==> src/common/cfi_pkg.sv <==
// Constants, types and command encodings shared by both ends of the flag block.
// Assumes a single 10 MHz clock (pclk) and an active-low asynchronous reset.
// Overview of operation
// Internal 5 ms pulse, 60 percent high.
// Pulse test only samples the live level.
// Unlock pulses arrive once per reference period.
// Unlock pulse sets flag; unlock test clears it.
// Software spaces unlock tests beyond reference period.
// Arithmetic sets carry on carry, else clears.
// Carry changes only by arithmetic or direct ops.
// Interrupt entry saves neither carry nor group flag.
// Two operand bits plus group flag choose port.
// Group flag cleared at reset and CE rise.
// Software returns to lower group before memory.
// Falling interrupt pin edge always sets request.
// Request accepted only while interrupt enable set.
// Disable while disabled clears pending request.
// Accept clears enable, pushes address, vectors to 1.
// Skip decision is pushed with return address.
// Return pops address and saved skip decision.
// Interrupt entry uses one shared stack level.
// Pin test true for low, false high.
// Low pin reads high until seen high.
// Write word: bit2 group, bit1 carry, bit0 enable.
// Read word: bit2 group, bit1 CE, bit0 pin.
// Return stack holds three levels in total.
// Set and clear touch only masked bits.
package cfi_pkg;
	// Program address and stack shape
	localparam int           ADDR_W      = 11;
	localparam int           STACK_DEPTH = 3;
	localparam logic [10:0]  INT_VECTOR  = 11'h001;
	localparam logic [1:0]   SP_FULL     = 2'h3;

	// Status word bit positions
	localparam int           GRP_BIT     = 2;
	localparam int           CARRY_BIT   = 1;
	localparam int           INTE_BIT    = 0;
	localparam int           CE_BIT      = 1;
	localparam int           PIN_BIT     = 0;

	// Interval pulse timing
	localparam int           CLK_NS        = 100;
	localparam int           INTERVAL_US   = 5000;
	localparam int           DUTY_PCT      = 60;
	localparam int           INTERVAL_CYC  = INTERVAL_US * 1000 / CLK_NS;
	localparam int           HIGH_CYC      = INTERVAL_CYC * DUTY_PCT / 100;

	// APB register offsets of the execution-unit end
	localparam logic [11:0]  CMD_OFS     = 12'h000;
	localparam logic [11:0]  STAT_OFS    = 12'h004;

	// Command register fields
	localparam int           CMD_OP_LSB   = 0;
	localparam int           CMD_ARG_LSB  = 5;
	localparam int           CMD_CARRY    = 9;
	localparam int           CMD_SKIP     = 10;
	localparam int           CMD_ADDR_LSB = 16;

	// Status register fields
	localparam int           ST_TRUE      = 0;
	localparam int           ST_SKIP      = 1;
	localparam int           ST_IRQ       = 2;
	localparam int           ST_DONE      = 3;
	localparam int           ST_ADDR_LSB  = 16;

	// Operations issued by the execution unit
	typedef enum logic [4:0] {
		OP_NOP,
		OP_ARITH,
		OP_CARRY_SET,
		OP_CARRY_CLEAR,
		OP_WORD_SET,
		OP_WORD_CLEAR,
		OP_GROUP_LO,
		OP_GROUP_HI,
		OP_IRQ_EN,
		OP_IRQ_DIS,
		OP_PULSE_TEST,
		OP_UNLOCK_TEST,
		OP_PIN_TEST_T,
		OP_PIN_TEST_F,
		OP_FLAG_TEST_T,
		OP_FLAG_TEST_F,
		OP_GROUP_TEST,
		OP_PORT_SEL,
		OP_CALL,
		OP_RETURN
	} cfi_op_t;
endpackage

==> src/common/cfi_if.sv <==
// Link between the flag block and the instruction execution unit.
// Both ends run on the same pclk; the bench joins them through this interface.
interface cfi_if;
	cfi_pkg::cfi_op_t op;
	logic             op_valid;
	logic [3:0]       op_arg;
	logic             op_carry;
	logic             op_skip;
	logic [10:0]      op_addr;
	logic             res_valid;
	logic             res_true;
	logic             res_skip;
	logic             res_irq;
	logic [10:0]      res_addr;

	modport dev (
		input  op, op_valid, op_arg, op_carry, op_skip, op_addr,
		output res_valid, res_true, res_skip, res_irq, res_addr
	);
	modport cpu (
		output op, op_valid, op_arg, op_carry, op_skip, op_addr,
		input  res_valid, res_true, res_skip, res_irq, res_addr
	);
endinterface

==> src/rtl/cfi_flags.sv <==
// Flag, interrupt and return-stack logic of the tuning microcomputer core.
// Assumes pins are synchronous to pclk and that one op arrives per op_valid pulse.
module cfi_flags #(
	parameter int PERIOD_CYC = cfi_pkg::INTERVAL_CYC,
	parameter int HIGH_CYC   = cfi_pkg::HIGH_CYC
) (
	input  wire logic  pclk,
	input  wire logic  presetn,
	cfi_if.dev         itf,
	input  wire logic  irq_pin_n,
	input  wire logic  ce_pin,
	input  wire logic  unlock_pulse,
	output logic       interval_pulse,
	output logic [2:0] port_sel,
	output logic [3:0] flag_read_word,
	output logic       stack_err
);
	typedef struct packed {
		logic [15:0]      cnt;
		logic             pulse;
		logic             unlock;
		logic             carry;
		logic             bank;
		logic             inte;
		logic             int_req;
		logic             seen_high;
		logic             pin_prev;
		logic             ce_prev;
		logic [2:0][10:0] stk_addr;
		logic [2:0]       stk_skip;
		logic [1:0]       sp;
		logic             stk_err;
		logic [2:0]       port_sel;
		logic             res_valid;
		logic             res_true;
		logic             res_skip;
		logic             res_irq;
		logic [10:0]      res_addr;
	} cfi_dev_t;

	localparam logic [15:0] PERIOD_LAST = 16'(PERIOD_CYC - 1);
	localparam logic [15:0] HIGH_LEN    = 16'(HIGH_CYC);

	cfi_dev_t r_reg;
	cfi_dev_t r_next;

	// Masked set or clear of one status-word bit
	function automatic logic mask_apply(input logic cur, input logic sel, input logic set);
		mask_apply = sel ? set : cur;
	endfunction

	logic        pin_eff;
	logic        int_edge;
	logic        req_clear;
	logic        accept;
	logic [10:0] pop_addr;
	logic        pop_skip;
	logic [10:0] push_addr;
	logic [3:0]  rd_word;

	// Effective pin level; a low pin counts as high until it was once high
	assign pin_eff  = irq_pin_n | ~r_reg.seen_high;
	assign int_edge = r_reg.pin_prev & ~pin_eff;
	assign rd_word  = {1'b0, r_reg.bank, ce_pin, ~pin_eff};

	// Top of the stack, valid only while sp is non-zero
	assign pop_addr = (r_reg.sp != 2'h0) ? r_reg.stk_addr[r_reg.sp - 2'h1] : 11'h000;
	assign pop_skip = (r_reg.sp != 2'h0) ? r_reg.stk_skip[r_reg.sp - 2'h1] : 1'b0;

	always_comb begin
		r_next           = r_reg;
		r_next.res_valid = 1'b0;
		r_next.res_irq   = 1'b0;
		r_next.res_true  = 1'b0;
		req_clear        = 1'b0;
		accept           = 1'b0;
		push_addr        = itf.op_addr;

		// Free-running interval pulse; no latch, tests read the live level
		r_next.cnt   = (r_reg.cnt >= PERIOD_LAST) ? 16'h0000 : r_reg.cnt + 16'h0001;
		r_next.pulse = r_next.cnt < HIGH_LEN;

		r_next.seen_high = r_reg.seen_high | irq_pin_n;
		r_next.pin_prev  = pin_eff;
		r_next.ce_prev   = ce_pin;

		if (itf.op_valid) begin
			r_next.res_valid = 1'b1;
			r_next.res_addr  = itf.op_addr;
			r_next.res_skip  = 1'b0;
			case (itf.op)
				cfi_pkg::OP_ARITH: begin
					// Old carry goes back as carry-in; the adder's outcome becomes the new one
					r_next.res_true = r_reg.carry;
					r_next.carry    = itf.op_carry;
				end
				cfi_pkg::OP_CARRY_SET: begin
					r_next.carry = 1'b1;
				end
				cfi_pkg::OP_CARRY_CLEAR: begin
					r_next.carry = 1'b0;
				end
				cfi_pkg::OP_WORD_SET: begin
					// Only the selected bits move; bit 3 has no flag behind it
					r_next.bank  = mask_apply(r_reg.bank, itf.op_arg[cfi_pkg::GRP_BIT], 1'b1);
					r_next.carry = mask_apply(r_reg.carry, itf.op_arg[cfi_pkg::CARRY_BIT], 1'b1);
					r_next.inte  = mask_apply(r_reg.inte, itf.op_arg[cfi_pkg::INTE_BIT], 1'b1);
				end
				cfi_pkg::OP_WORD_CLEAR: begin
					r_next.bank  = mask_apply(r_reg.bank, itf.op_arg[cfi_pkg::GRP_BIT], 1'b0);
					r_next.carry = mask_apply(r_reg.carry, itf.op_arg[cfi_pkg::CARRY_BIT], 1'b0);
					r_next.inte  = mask_apply(r_reg.inte, itf.op_arg[cfi_pkg::INTE_BIT], 1'b0);
					req_clear    = itf.op_arg[cfi_pkg::INTE_BIT] & ~r_reg.inte;
				end
				cfi_pkg::OP_GROUP_LO: begin
					r_next.bank = 1'b0;
				end
				cfi_pkg::OP_GROUP_HI: begin
					r_next.bank = 1'b1;
				end
				cfi_pkg::OP_IRQ_EN: begin
					r_next.inte = 1'b1;
				end
				cfi_pkg::OP_IRQ_DIS: begin
					r_next.inte = 1'b0;
					req_clear   = ~r_reg.inte;
				end
				cfi_pkg::OP_PULSE_TEST: begin
					r_next.res_true = r_reg.pulse;
				end
				cfi_pkg::OP_UNLOCK_TEST: begin
					// Returns the flag and clears it; a pulse in this cycle still sets it
					r_next.res_true = r_reg.unlock;
				end
				cfi_pkg::OP_PIN_TEST_T: begin
					r_next.res_true = ~pin_eff;
				end
				cfi_pkg::OP_PIN_TEST_F: begin
					r_next.res_true = pin_eff;
				end
				cfi_pkg::OP_FLAG_TEST_T: begin
					r_next.res_true = |(rd_word & itf.op_arg);
				end
				cfi_pkg::OP_FLAG_TEST_F: begin
					r_next.res_true = ~|(rd_word & itf.op_arg);
				end
				cfi_pkg::OP_GROUP_TEST: begin
					r_next.res_true = ~r_reg.bank;
				end
				cfi_pkg::OP_PORT_SEL: begin
					r_next.port_sel = {r_reg.bank, itf.op_arg[1:0]};
				end
				cfi_pkg::OP_CALL: begin
					// Subroutine and interrupt share the same three levels
					if (r_reg.sp == cfi_pkg::SP_FULL) begin
						r_next.stk_err = 1'b1;
					end else begin
						r_next.stk_addr[r_reg.sp] = itf.op_addr;
						r_next.stk_skip[r_reg.sp] = 1'b0;
						r_next.sp = r_reg.sp + 2'h1;
					end
				end
				cfi_pkg::OP_RETURN: begin
					r_next.res_addr = pop_addr;
					r_next.res_skip = pop_skip;
					push_addr       = pop_addr;
					if (r_reg.sp == 2'h0) begin
						r_next.stk_err = 1'b1;
					end else begin
						r_next.sp = r_reg.sp - 2'h1;
					end
				end
				default: begin
					r_next.res_true = 1'b0;
				end
			endcase

			// Accept at the instruction boundary; carry and group flag are left alone
			if (r_next.inte && r_reg.int_req) begin
				accept          = 1'b1;
				r_next.inte     = 1'b0;
				r_next.res_irq  = 1'b1;
				r_next.res_addr = cfi_pkg::INT_VECTOR;
				if (r_next.sp == cfi_pkg::SP_FULL) begin
					r_next.stk_err = 1'b1;
				end else begin
					r_next.stk_addr[r_next.sp] = push_addr;
					r_next.stk_skip[r_next.sp] = itf.op_skip;
					r_next.sp = r_next.sp + 2'h1;
				end
			end
		end

		// Unlock flag: a pulse in the test cycle wins over the clear
		if (itf.op_valid && itf.op == cfi_pkg::OP_UNLOCK_TEST) begin
			r_next.unlock = 1'b0;
		end
		if (unlock_pulse) begin
			r_next.unlock = 1'b1;
		end

		// Request flag: a new edge wins over clearing and acceptance
		r_next.int_req = (r_reg.int_req & ~req_clear & ~accept) | int_edge;

		// Chip-enable rise forces the lower group, overriding any op this cycle
		if (ce_pin && !r_reg.ce_prev) begin
			r_next.bank = 1'b0;
		end
	end

	// All state in one register; reset also clears the group flag
	always_ff @(posedge pclk or negedge presetn) begin
		if (!presetn) begin
			r_reg         <= '0;
			r_reg.pulse   <= 1'b1;
			r_reg.pin_prev <= 1'b1;
		end else begin
			r_reg <= r_next;
		end
	end

	// Outputs straight from flops, except flag_read_word, which passes the live ce_pin and pin levels
	assign interval_pulse = r_reg.pulse;
	assign port_sel       = r_reg.port_sel;
	assign flag_read_word = rd_word;
	assign stack_err      = r_reg.stk_err;
	assign itf.res_valid  = r_reg.res_valid;
	assign itf.res_true   = r_reg.res_true;
	assign itf.res_skip   = r_reg.res_skip;
	assign itf.res_irq    = r_reg.res_irq;
	assign itf.res_addr   = r_reg.res_addr;
endmodule

==> src/flat_wrapper.sv <==
// flat-port wrapper written by rule: the top's interface ports become plain ports
module cfi_flags_flat 
#(
	parameter int PERIOD_CYC = cfi_pkg::INTERVAL_CYC,
	parameter int HIGH_CYC   = cfi_pkg::HIGH_CYC
)
  (pclk, presetn, irq_pin_n, ce_pin, unlock_pulse, interval_pulse, port_sel, flag_read_word, stack_err, itf_op, itf_op_valid, itf_op_arg, itf_op_carry, itf_op_skip, itf_op_addr, itf_res_valid, itf_res_true, itf_res_skip, itf_res_irq, itf_res_addr);
  cfi_if itf_i ();
  input  wire logic pclk;
  input  wire logic presetn;
  input  wire logic irq_pin_n;
  input  wire logic ce_pin;
  input  wire logic unlock_pulse;
  output logic interval_pulse;
  output logic [2:0] port_sel;
  output logic [3:0] flag_read_word;
  output logic stack_err;
  input wire logic [$bits(itf_i.op)-1:0] itf_op;
  input wire logic [$bits(itf_i.op_valid)-1:0] itf_op_valid;
  input wire logic [$bits(itf_i.op_arg)-1:0] itf_op_arg;
  input wire logic [$bits(itf_i.op_carry)-1:0] itf_op_carry;
  input wire logic [$bits(itf_i.op_skip)-1:0] itf_op_skip;
  input wire logic [$bits(itf_i.op_addr)-1:0] itf_op_addr;
  output wire logic [$bits(itf_i.res_valid)-1:0] itf_res_valid;
  output wire logic [$bits(itf_i.res_true)-1:0] itf_res_true;
  output wire logic [$bits(itf_i.res_skip)-1:0] itf_res_skip;
  output wire logic [$bits(itf_i.res_irq)-1:0] itf_res_irq;
  output wire logic [$bits(itf_i.res_addr)-1:0] itf_res_addr;
  assign itf_i.op = itf_op;
  assign itf_i.op_valid = itf_op_valid;
  assign itf_i.op_arg = itf_op_arg;
  assign itf_i.op_carry = itf_op_carry;
  assign itf_i.op_skip = itf_op_skip;
  assign itf_i.op_addr = itf_op_addr;
  assign itf_res_valid = itf_i.res_valid;
  assign itf_res_true = itf_i.res_true;
  assign itf_res_skip = itf_i.res_skip;
  assign itf_res_irq = itf_i.res_irq;
  assign itf_res_addr = itf_i.res_addr;
  cfi_flags #(.PERIOD_CYC(PERIOD_CYC), .HIGH_CYC(HIGH_CYC)) u_core (.pclk(pclk), .presetn(presetn), .itf(itf_i), .irq_pin_n(irq_pin_n), .ce_pin(ce_pin), .unlock_pulse(unlock_pulse), .interval_pulse(interval_pulse), .port_sel(port_sel), .flag_read_word(flag_read_word), .stack_err(stack_err));
endmodule
==> config.mk <==
export PLATFORM = sky130hd
export DESIGN_NAME = cfi_flags_flat
export DESIGN_NICKNAME = d
export VERILOG_FILES = /design/src/common/cfi_pkg.sv /design/src/common/cfi_if.sv /design/src/rtl/cfi_flags.sv /design/src/flat_wrapper.sv
export SDC_FILE = /design/constraint.sdc
export NUM_CORES = 1
export LEC_CHECK = 0
export BUFFER_PORTS_ARGS = -buffer_cell sky130_fd_sc_hd__buf_2
export CAP_MARGIN = 15
export CORE_ASPECT_RATIO = 2
export CORE_MARGIN = 3
export CORE_UTILIZATION = 60
export CTS_BUF_LIST = sky130_fd_sc_hd__clkbuf_8 sky130_fd_sc_hd__clkbuf_16
export DETAILED_ROUTE_END_ITERATION = 12
export GPL_ROUTABILITY_DRIVEN = 1
export PLACE_DENSITY = 0.81
export SETUP_SLACK_MARGIN = 0.5
export SYNTH_ARGS = -nofsm -noshare
export SYNTH_HDL_FRONTEND = slang
export SYNTH_SLANG_ARGS = --single-unit
==> constraint.sdc <==
create_clock -name pclk -period 6.8 [get_ports pclk]
set_clock_uncertainty 0.2 [all_clocks]
set_input_delay 0.68 -clock pclk [delete_from_list [all_inputs] [get_ports pclk]]
set_output_delay 0.68 -clock pclk [all_outputs]
set_load 0.05 [all_outputs]
# --- Word level (Yosys, flattened, before mapping) ---
# Cells that the tools add are included.
classes:
  reduce_logical: 17
  muxes: 54
  bitwise_logic: 16
  magnitude_cmp: 7
  addsub: 4
  n_eq_ne: 25
op_table:
  columns: ["cell", "count"]
  rows:
  - ["$mux 38", 2]
  - ["$mux 36", 2]
  - ["$bwmux 33", 2]
  - ["$mux 11", 6]
  - ["$demux 11 s2", 2]
  - ["$eq 5x4->1 const B", 8]
  - ["$mux 39", 1]
  - ["$bmux 11 s2", 1]
  - ["$mux 1", 22]
  - ["$eq 5x3->1 const B", 4]
  - ["$eq 5x5->1 const B", 4]
  - ["$add 16x1->16 const B", 1]
  - ["$ge 16x16->1 const B", 1]
  - ["$lt 16x15->1 const B", 1]
  - ["$mux 16", 1]
  - ["$mux 15", 1]
  - ["$mux 12", 1]
  - ["$eq 5x2->1 const B", 2]
  - ["$reduce_bool 5->1", 2]
  - ["$lt 2x3->1 const B", 3]
  - ["$pmux 1 s4", 2]
  - ["$pmux 1 s8", 1]
  - ["$reduce_and 4->1", 2]
  - ["$ne 3x2->1 const B", 2]
  - ["other kinds (26)", 49]
word_totals:
  out_inout_bits: 24
  in_bits: 28
  register_bits: 82
  word_cells: 145

# --- Depth between registers and ports, before layout ---
# Gate-level depths: netlist of run 1.
logic_depth:
  word_depth: 16
  depth_mapped: 11
  mapped_depth_nobuf: 8

# --- Worst setup path after synthesis of run 1 ---
# No wires, ideal clock.
synth_path:
  path_type: "reg2reg"
  from: "register u_core.r_reg[19] (netlist bit)"
  to: "register u_core.r_reg[30] (netlist bit)"
  period_less_slack_ps: 2661
  path_buffers: 3
  setup_ps: 126
  path_slack_ps: 4139
  stages_incl_launch_ff: 11
  t_arrival_ps: 2335
  required_ps: 6474
  path_cell_list: "dfrtp_1 -> inv_1 -> clkbuf_1 -> ha_1 -> clkbuf_1 -> buf_2 -> mux2i_1 -> o21ai_0 -> a22oi_1 -> nor2_1 -> a221o_1"
synth_via:
  elab_chain_cells: 11
  elab_cells_between_ends: 31
  cone_classes: "2 x add/sub; 4 x order compare; 2 x eq/ne; 19 x mux; 4 x reduce/logical"
synth_rtl:
  columns: ["element", "line", "rtl"]
  rows:
  - ["from (decl)", "cfi_flags.sv:44", "cfi_dev_t r_reg;"]
  - ["from (signal assigned)", "cfi_flags.sv:218", "r_reg <= r_next;"]
  - ["$sub 2x1->2, or another cell as far along", "cfi_flags.sv:67, cfi_flags.sv:170", null]
  - ["$mux 2, or another cell as far along", "cfi_flags.sv:167", "if (r_reg.sp == 2'h0) begin"]
  - ["$pmux 3 s2 / $mux 11 (equally long branches)", "cfi_flags.sv:91, cfi_flags.sv:158", null]
  - ["$mux 3 / $demux 11 s2 (equally long branches)", null, null]
  - ["$lt 2x3->1 (not written as such), or another cell as far along", "cfi_flags.sv:187", "r_next.stk_addr[r_next.sp] = push_addr;"]
  - ["$logic_and 1x1->1 (not written as such) / $mux 38 (equally long branches)", "cfi_flags.sv:187, cfi_flags.sv:155", null]
  - ["$mux 11 (not written as such) / $mux 36 (equally long branches)", "cfi_flags.sv:187, cfi_flags.sv:91", null]
  - ["$demux 11 s2 / $mux 36 (equally long branches)", null, null]
  - ["$bwmux 33", "cfi_flags.sv:187", null]
  - ["$mux 38", "cfi_flags.sv:184", "if (r_next.sp == cfi_pkg::SP_FULL) begin"]
  - ["$mux 39 *", "cfi_flags.sv:179", "if (r_next.inte && r_reg.int_req) begin"]
# Every way passes the cells marked *; elsewhere a longest branch is shown, timed or not. The select of a mux whose other input is x is not followed.
# A chain may end at the register's enable or synchronous reset.

# --- Worst setup path after layout of run 1 ---
layout_path:
  from: "register u_core.r_reg[19] (netlist bit)"
  to: "register u_core.r_reg[25] (netlist bit)"
# The elaborated chain is that of the path after synthesis.

==> metrics.cfg, run 1 <==
[timing]
maxSlewViolCount = 0
fmax_mhz = 274
fin_crit_sh = 0.537
worstMarginPinSlew_ns = 1.07
hold_viol = 0
finalSetupViolCount = 0
rsz0062_at_grt = false
fin_tns_setup_ns = 0
period_needed_ns = 3.65
max-slew-margin-rel = 0.285

[logic_synthesis]
ys_seq_area_frac = 0.444
synth_nets = 539
synth-seq-cells = 82
syn_inst = 504
ys.flop_type = dfrtp_1
ys_top_cells_by_area = dfrtp_1 43%, nor2_1 6.2%, a221o_1 4.3%, nand2_1 3.9%, buf_4 3.1%
yosys.area.top_type_share = 0.433
async_flop_share = 1.00
synth_area_um2 = 4630
synth_cell_types = 61
syn_area_per_cell_um2 = 9.18
yosys_warnings = 0
yosys.area.top_type = dfrtp_1
synth_enable_flop_cells = 0

[global_route]
grtUsageTotal = 0.279
antenna_found_initial = 0
grt_pass1_vias = 3872
grt_pass1_wl_um = 18500
grt_overflow = 0
grt_max_degree = 83

[floorplanning]
pin_count = 52
floorplan.initialDensity = 0.627
die_h_um = 130
dieWidth_um = 68.1
die-area_um2 = 8870
num_rows = 44
core_area_um2 = 7380

[final_layout]
diodes = 0
mostFrequentLayoutCell = dfrtp_1
nNetsFinal = 550
final_cell_mix = 80 x dfrtp_1, 77 x nor2_1, 48 x nand2_1, 48 x buf_2, 26 x inv_1
final_layout_size_suffix_gt1_frac = 0.169
largest_register_ffs = 61
area_growth_pct = 9.17

[worst_setup_path]
end_kind = flip-flop
worstPathArrival_ns = 3.73
critPathLaunchType = flip-flop
required_ns = 6.88
crit_type = reg2reg
crit_fanout = 17

[power_and_ir_drop]
power_density_nw_per_um2 = 311
peakVddDrop_mv = 0.190
p_leak_nw = 2.40
fin_total_pwr_mw = 1.57

[routing]
drt_wl_total_um = 11800
viasPerCell = 6.42
drt_iter0_markers = 335
drc = 0
drt-wirelength-per-cell_um = 19.2
first_pass_iters = 5
ant_nets = 0
vias = 3928

[clock_tree]
postCtsSetupBuffers = 0
cts_tree = built
ctsResizeCount = 0
htreeDepth = 3
numCtsBuffers = 9
clockBufferDepth = 2
cts.sinks = 82
holdBufCountCts = 0
insertion_delay_ns = 0.34
cts_root_buffer = clkbuf_16
clkTransAtPathRegs_ns = 0.07

[run]
drv_cap = 0

[placement]
place_congestion = 0.847
portBuffers = 49
dp_hpwl_um = 7960

[min_path]
hold_class = reg2reg

[outcome]
outcome = finished clean

metrics by stage:
| step | worst slack, ns | std cells | instance area [um2] | hold slack [ns] | util |
|---|---|---|---|---|---|
| final | 3.15 | 612 | 5050 | 0.262 | 0.685 |
| after floorplan | 4.14 | 504 | 4630 | 0.184 | - |
| after detailed placement | 2.98 | 595 | 4720 | 0.244 | 0.639 |
| after CTS | 3.22 | 611 | 5040 | 0.263 | 0.684 |
| after global routing | 3.00 | 612 | 5050 | 0.270 | 0.685 |
| after global placement | 3.17 | 595 | 4720 | 0.243 | 0.639 |
kinds of logic (layout without fill, tap and decap cells):
| logic type | after synthesis | in the layout | synth area share |
|---|---|---|---|
| xor+xnor | 15 | 15 | 0.0284 |
| compound gates | 117 | 117 | 0.197 |
| mux | 18 | 18 | 0.0403 |
| flops | 82 | 82 | 0.444 |
| fa+ha+maj | 7 | 7 | 0.0189 |
| buf+inv | 81 | 97 | 0.0890 |
| other cells | 1 | 1 | 0.000810 |
| simple gates | 183 | 183 | 0.182 |
cell usage after synthesis, types with 8 or more instances:
cell / n
a21oi_1: 16
a221o_1: 20
a221oi_1: 13
a22o_1: 10
a22oi_1: 10
buf_2: 11
buf_4: 19
clkbuf_1: 21
dfrtp_1: 80
inv_1: 26
mux2i_1: 13
nand2_1: 48
nand3_1: 15
nor2_1: 77
nor4_1: 8
o21ai_0: 20
xnor2_1: 8
cell type report:
class / instances / area, um2
Sequential cell: 82 / 2050
Timing Repair Buffer: 54 / 285
Inverter: 27 / 101
Tap cell: 92 / 115
Clock inverter: 7 / 103
Fill cell: 579 / 2330
Clock buffer: 9 / 225
Multi-Input combinational cell: 341 / 2170
final timing paths:
kind                                       start                to  slack (ns)  depth (start not counted)
worst max-delay path            u_core.r_reg[19]  u_core.r_reg[25]        3.15                          8
worst min-delay path            u_core.r_reg[59]  u_core.r_reg[59]        0.26                          1
worst max register to register  u_core.r_reg[19]  u_core.r_reg[25]        3.15                          8
worst min register to register  u_core.r_reg[59]  u_core.r_reg[59]        0.26                          1
max in group asynchronous                presetn  u_core.r_reg[28]        5.42                          1
min in group asynchronous                presetn  u_core.r_reg[46]        0.31                          1
layer usage:
| metal | up-vias | part of all wire | global-route usage |
|---|---|---|---|
| met1 | 1914 | 0.36 | 0.295 |
| met5 | - | 0 | 0 |
| met3 | 29 | 0.063 | 0.0612 |
| met4 | 0 | 0.031 | 0.131 |
| met2 | 191 | 0.54 | 0.503 |
| li1 | 1794 | - | - |
worst max-delay path, cell delays in order (launching register included):
cell	delay, ns
dfrtp_1	0.45
inv_1	0.30
ha_1	0.93
nor2b_1	0.84
nand2_1	0.13
o21ai_0	0.11
a22oi_1	0.11
nor2_1	0.29
a221o_1	0.22
report_power, final:
| group | total, mW | internal [mW] | switching (mW) |
|---|---|---|---|
| sequential | 0.648 | 0.586 | 0.0623 |
| combinational | 0.393 | 0.152 | 0.241 |
| clock | 0.532 | 0.325 | 0.207 |
(Power assumes the default switching activity.)
==> run 2, diff against run 1 <==
ABC_AREA = 1   (was not set)
clock period = 3.8 ns   (was 6.8 ns; I/O delays follow)
==> metrics.cfg, run 2 <==
[logic_synthesis]
synth_common_cells = 333 x nand2_1, 80 x dfrtp_1, 65 x inv_1
yosys.area.top_type = dfrtp_1
synth_cell_types = 41  ; -33%
synth-seq-cells = 82  ; unchanged
synth_nets = 825  ; +53%
ys_top_cells_by_area = dfrtp_1 38%, nand2_1 24%, o21ai_0 4.8%, inv_1 4.6%, nor2_1 4.3%
yosys.area.top_type_share = 0.379  ; -0.0534
syn_area_per_cell_um2 = 6.68  ; -27%
synth_area_um2 = 5280  ; +14%
async_flop_share = 1.00  ; unchanged
yosys_warnings = 0  ; unchanged
synth_enable_flop_cells = 0  ; unchanged
ys.flop_type = dfrtp_1
ys_seq_area_frac = 0.389  ; -0.0548
syn_inst = 790  ; +57%
yosysMostFrequentCell = nand2_1

[final_layout]
diodes = 0  ; unchanged
nFillCells = 752  ; +30%
area_growth_pct = 8.96
final_layout_size_suffix_gt1_frac = 0.130  ; -0.0396
multiInputGateArea_um2 = 2680  ; +24%
mostFrequentLayoutCell = nand2_1
fin_util = 0.684  ; -0.000725
final_cell_mix = 333 x nand2_1, 80 x dfrtp_1, 65 x inv_1
nNetsFinal = 849  ; +54%
largest_register_ffs = 61  ; unchanged
register_area_um2 = 2050  ; unchanged

[clock_tree]
htreeDepth = 3  ; unchanged
holdBufCountCts = 1  ; +1
numCtsBuffers = 9  ; unchanged
clkTransAtPathRegs_ns = 0.06  ; about the same
clockBufferDepth = 2  ; unchanged
postCtsSetupBuffers = 0  ; unchanged
insertion_delay_ns = 0.34  ; about the same
cts_tree = built
cts_root_buffer = clkbuf_16
ctsResizeCount = 0  ; unchanged
cts.sinks = 82  ; unchanged

[global_route]
grt_overflow = 0  ; unchanged
met1_usage = 0.329  ; +0.0336
grtUsageTotal = 0.303  ; +0.0245
grt_use_met3 = 0.0486  ; -0.0125
grt.busiest_layer = met2
grt_pass1_wl_um = 23900  ; +29%
antenna_found_initial = 0  ; unchanged
met2_usage = 0.522  ; +0.0190
grt_pass1_vias = 5188  ; +34%
grt_max_degree = 83  ; unchanged

[timing]
fin_crit_sh = 0.659
period_needed_ns = 2.50
finalSetupViolCount = 0  ; unchanged
hold_viol = 2  ; +2
hold_ws_ns = -0.00511  ; -0.267 ns
max-slew-margin-rel = 0.297  ; +0.0123
rsz0062_at_grt = false
fmax_mhz = 399
maxSlewViolCount = 0  ; unchanged
fin_tns_setup_ns = 0  ; unchanged
worstMarginPinSlew_ns = 1.05  ; -0.0161 ns

[worst_setup_path]
critPathLaunchType = input port
crit_fanout = 13  ; -4
worstPathArrival_ns = 2.58  ; -1.15 ns
crit_type = in2reg
required_ns = 3.88  ; -3.00 ns
end_kind = flip-flop

[routing]
viasPerCell = 5.71  ; -11%
drc = 0  ; unchanged
drt_wl_total_um = 14700  ; +25%
first_pass_iters = 5  ; unchanged
drt-wirelength-per-cell_um = 16.0  ; -17%
vias = 5230  ; +33%
ant_nets = 0  ; unchanged
drt_iter0_markers = 388  ; +16%

[power_and_ir_drop]
p_seq_frac = 0.421  ; +0.009
power_frac_comb = 0.273  ; +0.023
p_leak_nw = 3.19  ; +33%
p_clk_frac = 0.306  ; -0.032
netSwitchingPower_mw = 0.965  ; +89%
intPower_mw = 1.73  ; +63%
power_density_nw_per_um2 = 468  ; +50%
power.share.switching = 0.358  ; +0.0340
peakVddDrop_mv = 0.277  ; +46%

[floorplanning]
num_rows = 47  ; +6.8%
core_area_um2 = 8410  ; +14%
die_h_um = 139  ; +6.5%
pin_count = 52  ; unchanged
dieWidth_um = 72.3  ; +6.2%
floorplan.initialDensity = 0.628  ; about the same
die-area_um2 = 10000  ; +13%

[outcome]
violations = negative hold slack
outcome = finished, violations left

[placement]
portBuffers = 49  ; unchanged
place_congestion = 0.949  ; +12%
dp_hpwl_um = 10100  ; +27%

[min_path]
hold_class = in2async

[run]
drv_cap = 0  ; unchanged

run 2: final timing paths:
check	start	to	slack, ns	cells after the start
min	presetn	u_core.r_reg[63]	-0.005	1
max	itf_op[2]	u_core.r_reg[44]	1.30	11
min reg2reg	u_core.r_reg[59]	u_core.r_reg[58]	0.23	1
max in group asynchronous	presetn	u_core.port_sel[1]	2.69	1
min in group pclk	unlock_pulse	u_core.r_reg[64]	0.02	2
max reg2reg	u_core.r_reg[20]	u_core.r_reg[34]	1.33	11
run 2: cell type report:
type	count	share of cell area
clock buffers	10	0.0415
well taps	98	0.0213
repair buffers	62	0.0605
flip-flops and latches	82	0.357
clock inverters	5	0.00674
inverters	72	0.0472
multi-input cells	587	0.466
run 2: kinds of logic after synthesis:
kind of cell	synth area share
xor+xnor	0.00664
buf+inv	0.104
mux	0.00569
fa+ha+maj	0.0166
compound gates	0.111
simple gates	0.367
flops	0.389
other cells	0.000710
run 2: metrics by stage:
| stage | total power, mW | instances | area [um2] | worst slack (ns) |
|---|---|---|---|---|
| after floorplan | 1.68 | 790 | 5280 | 1.22 |
| after global placement | 1.82 | 900 | 5460 | 1.01 |
| after detailed placement | 1.87 | 900 | 5460 | 0.966 |
| after CTS | 2.69 | 916 | 5750 | 1.29 |
| after global routing | 2.84 | 916 | 5750 | 1.12 |
| final | 2.69 | 916 | 5750 | 1.30 |
run 2: critical path: stages:
cell	delay (ns)
buf_2	0.12
nor2_2	0.16
nand2_2	0.12
clkinv_2	0.11
nand2_1	0.36
nor2_2	0.70
a22o_1	0.28
nand2_1	0.11
nand2_1	0.10
nand2_1	0.06
nand2_1	0.06
run 2: routing by layer:
layer / wire [um] / up-vias
li1: - / 2519
met1: 5190 / 2419
met2: 7700 / 224
met3: 935 / 68
met4: 838 / 0
met5: 0 / -
run 2: power groups by stage:
| stage | clock (mW) | sequential [mW] | combinational [mW] |
|---|---|---|---|
| 6_report | 0.824 | 1.13 | 0.736 |
| 3_3_place_gp | 0 | 1.13 | 0.691 |
| 3_5_place_dp | 0 | 1.14 | 0.727 |
| 4_1_cts | 0.832 | 1.13 | 0.735 |
| 5_1_grt | 0.871 | 1.15 | 0.824 |
| 2_1_floorplan | 0 | 1.12 | 0.560 |
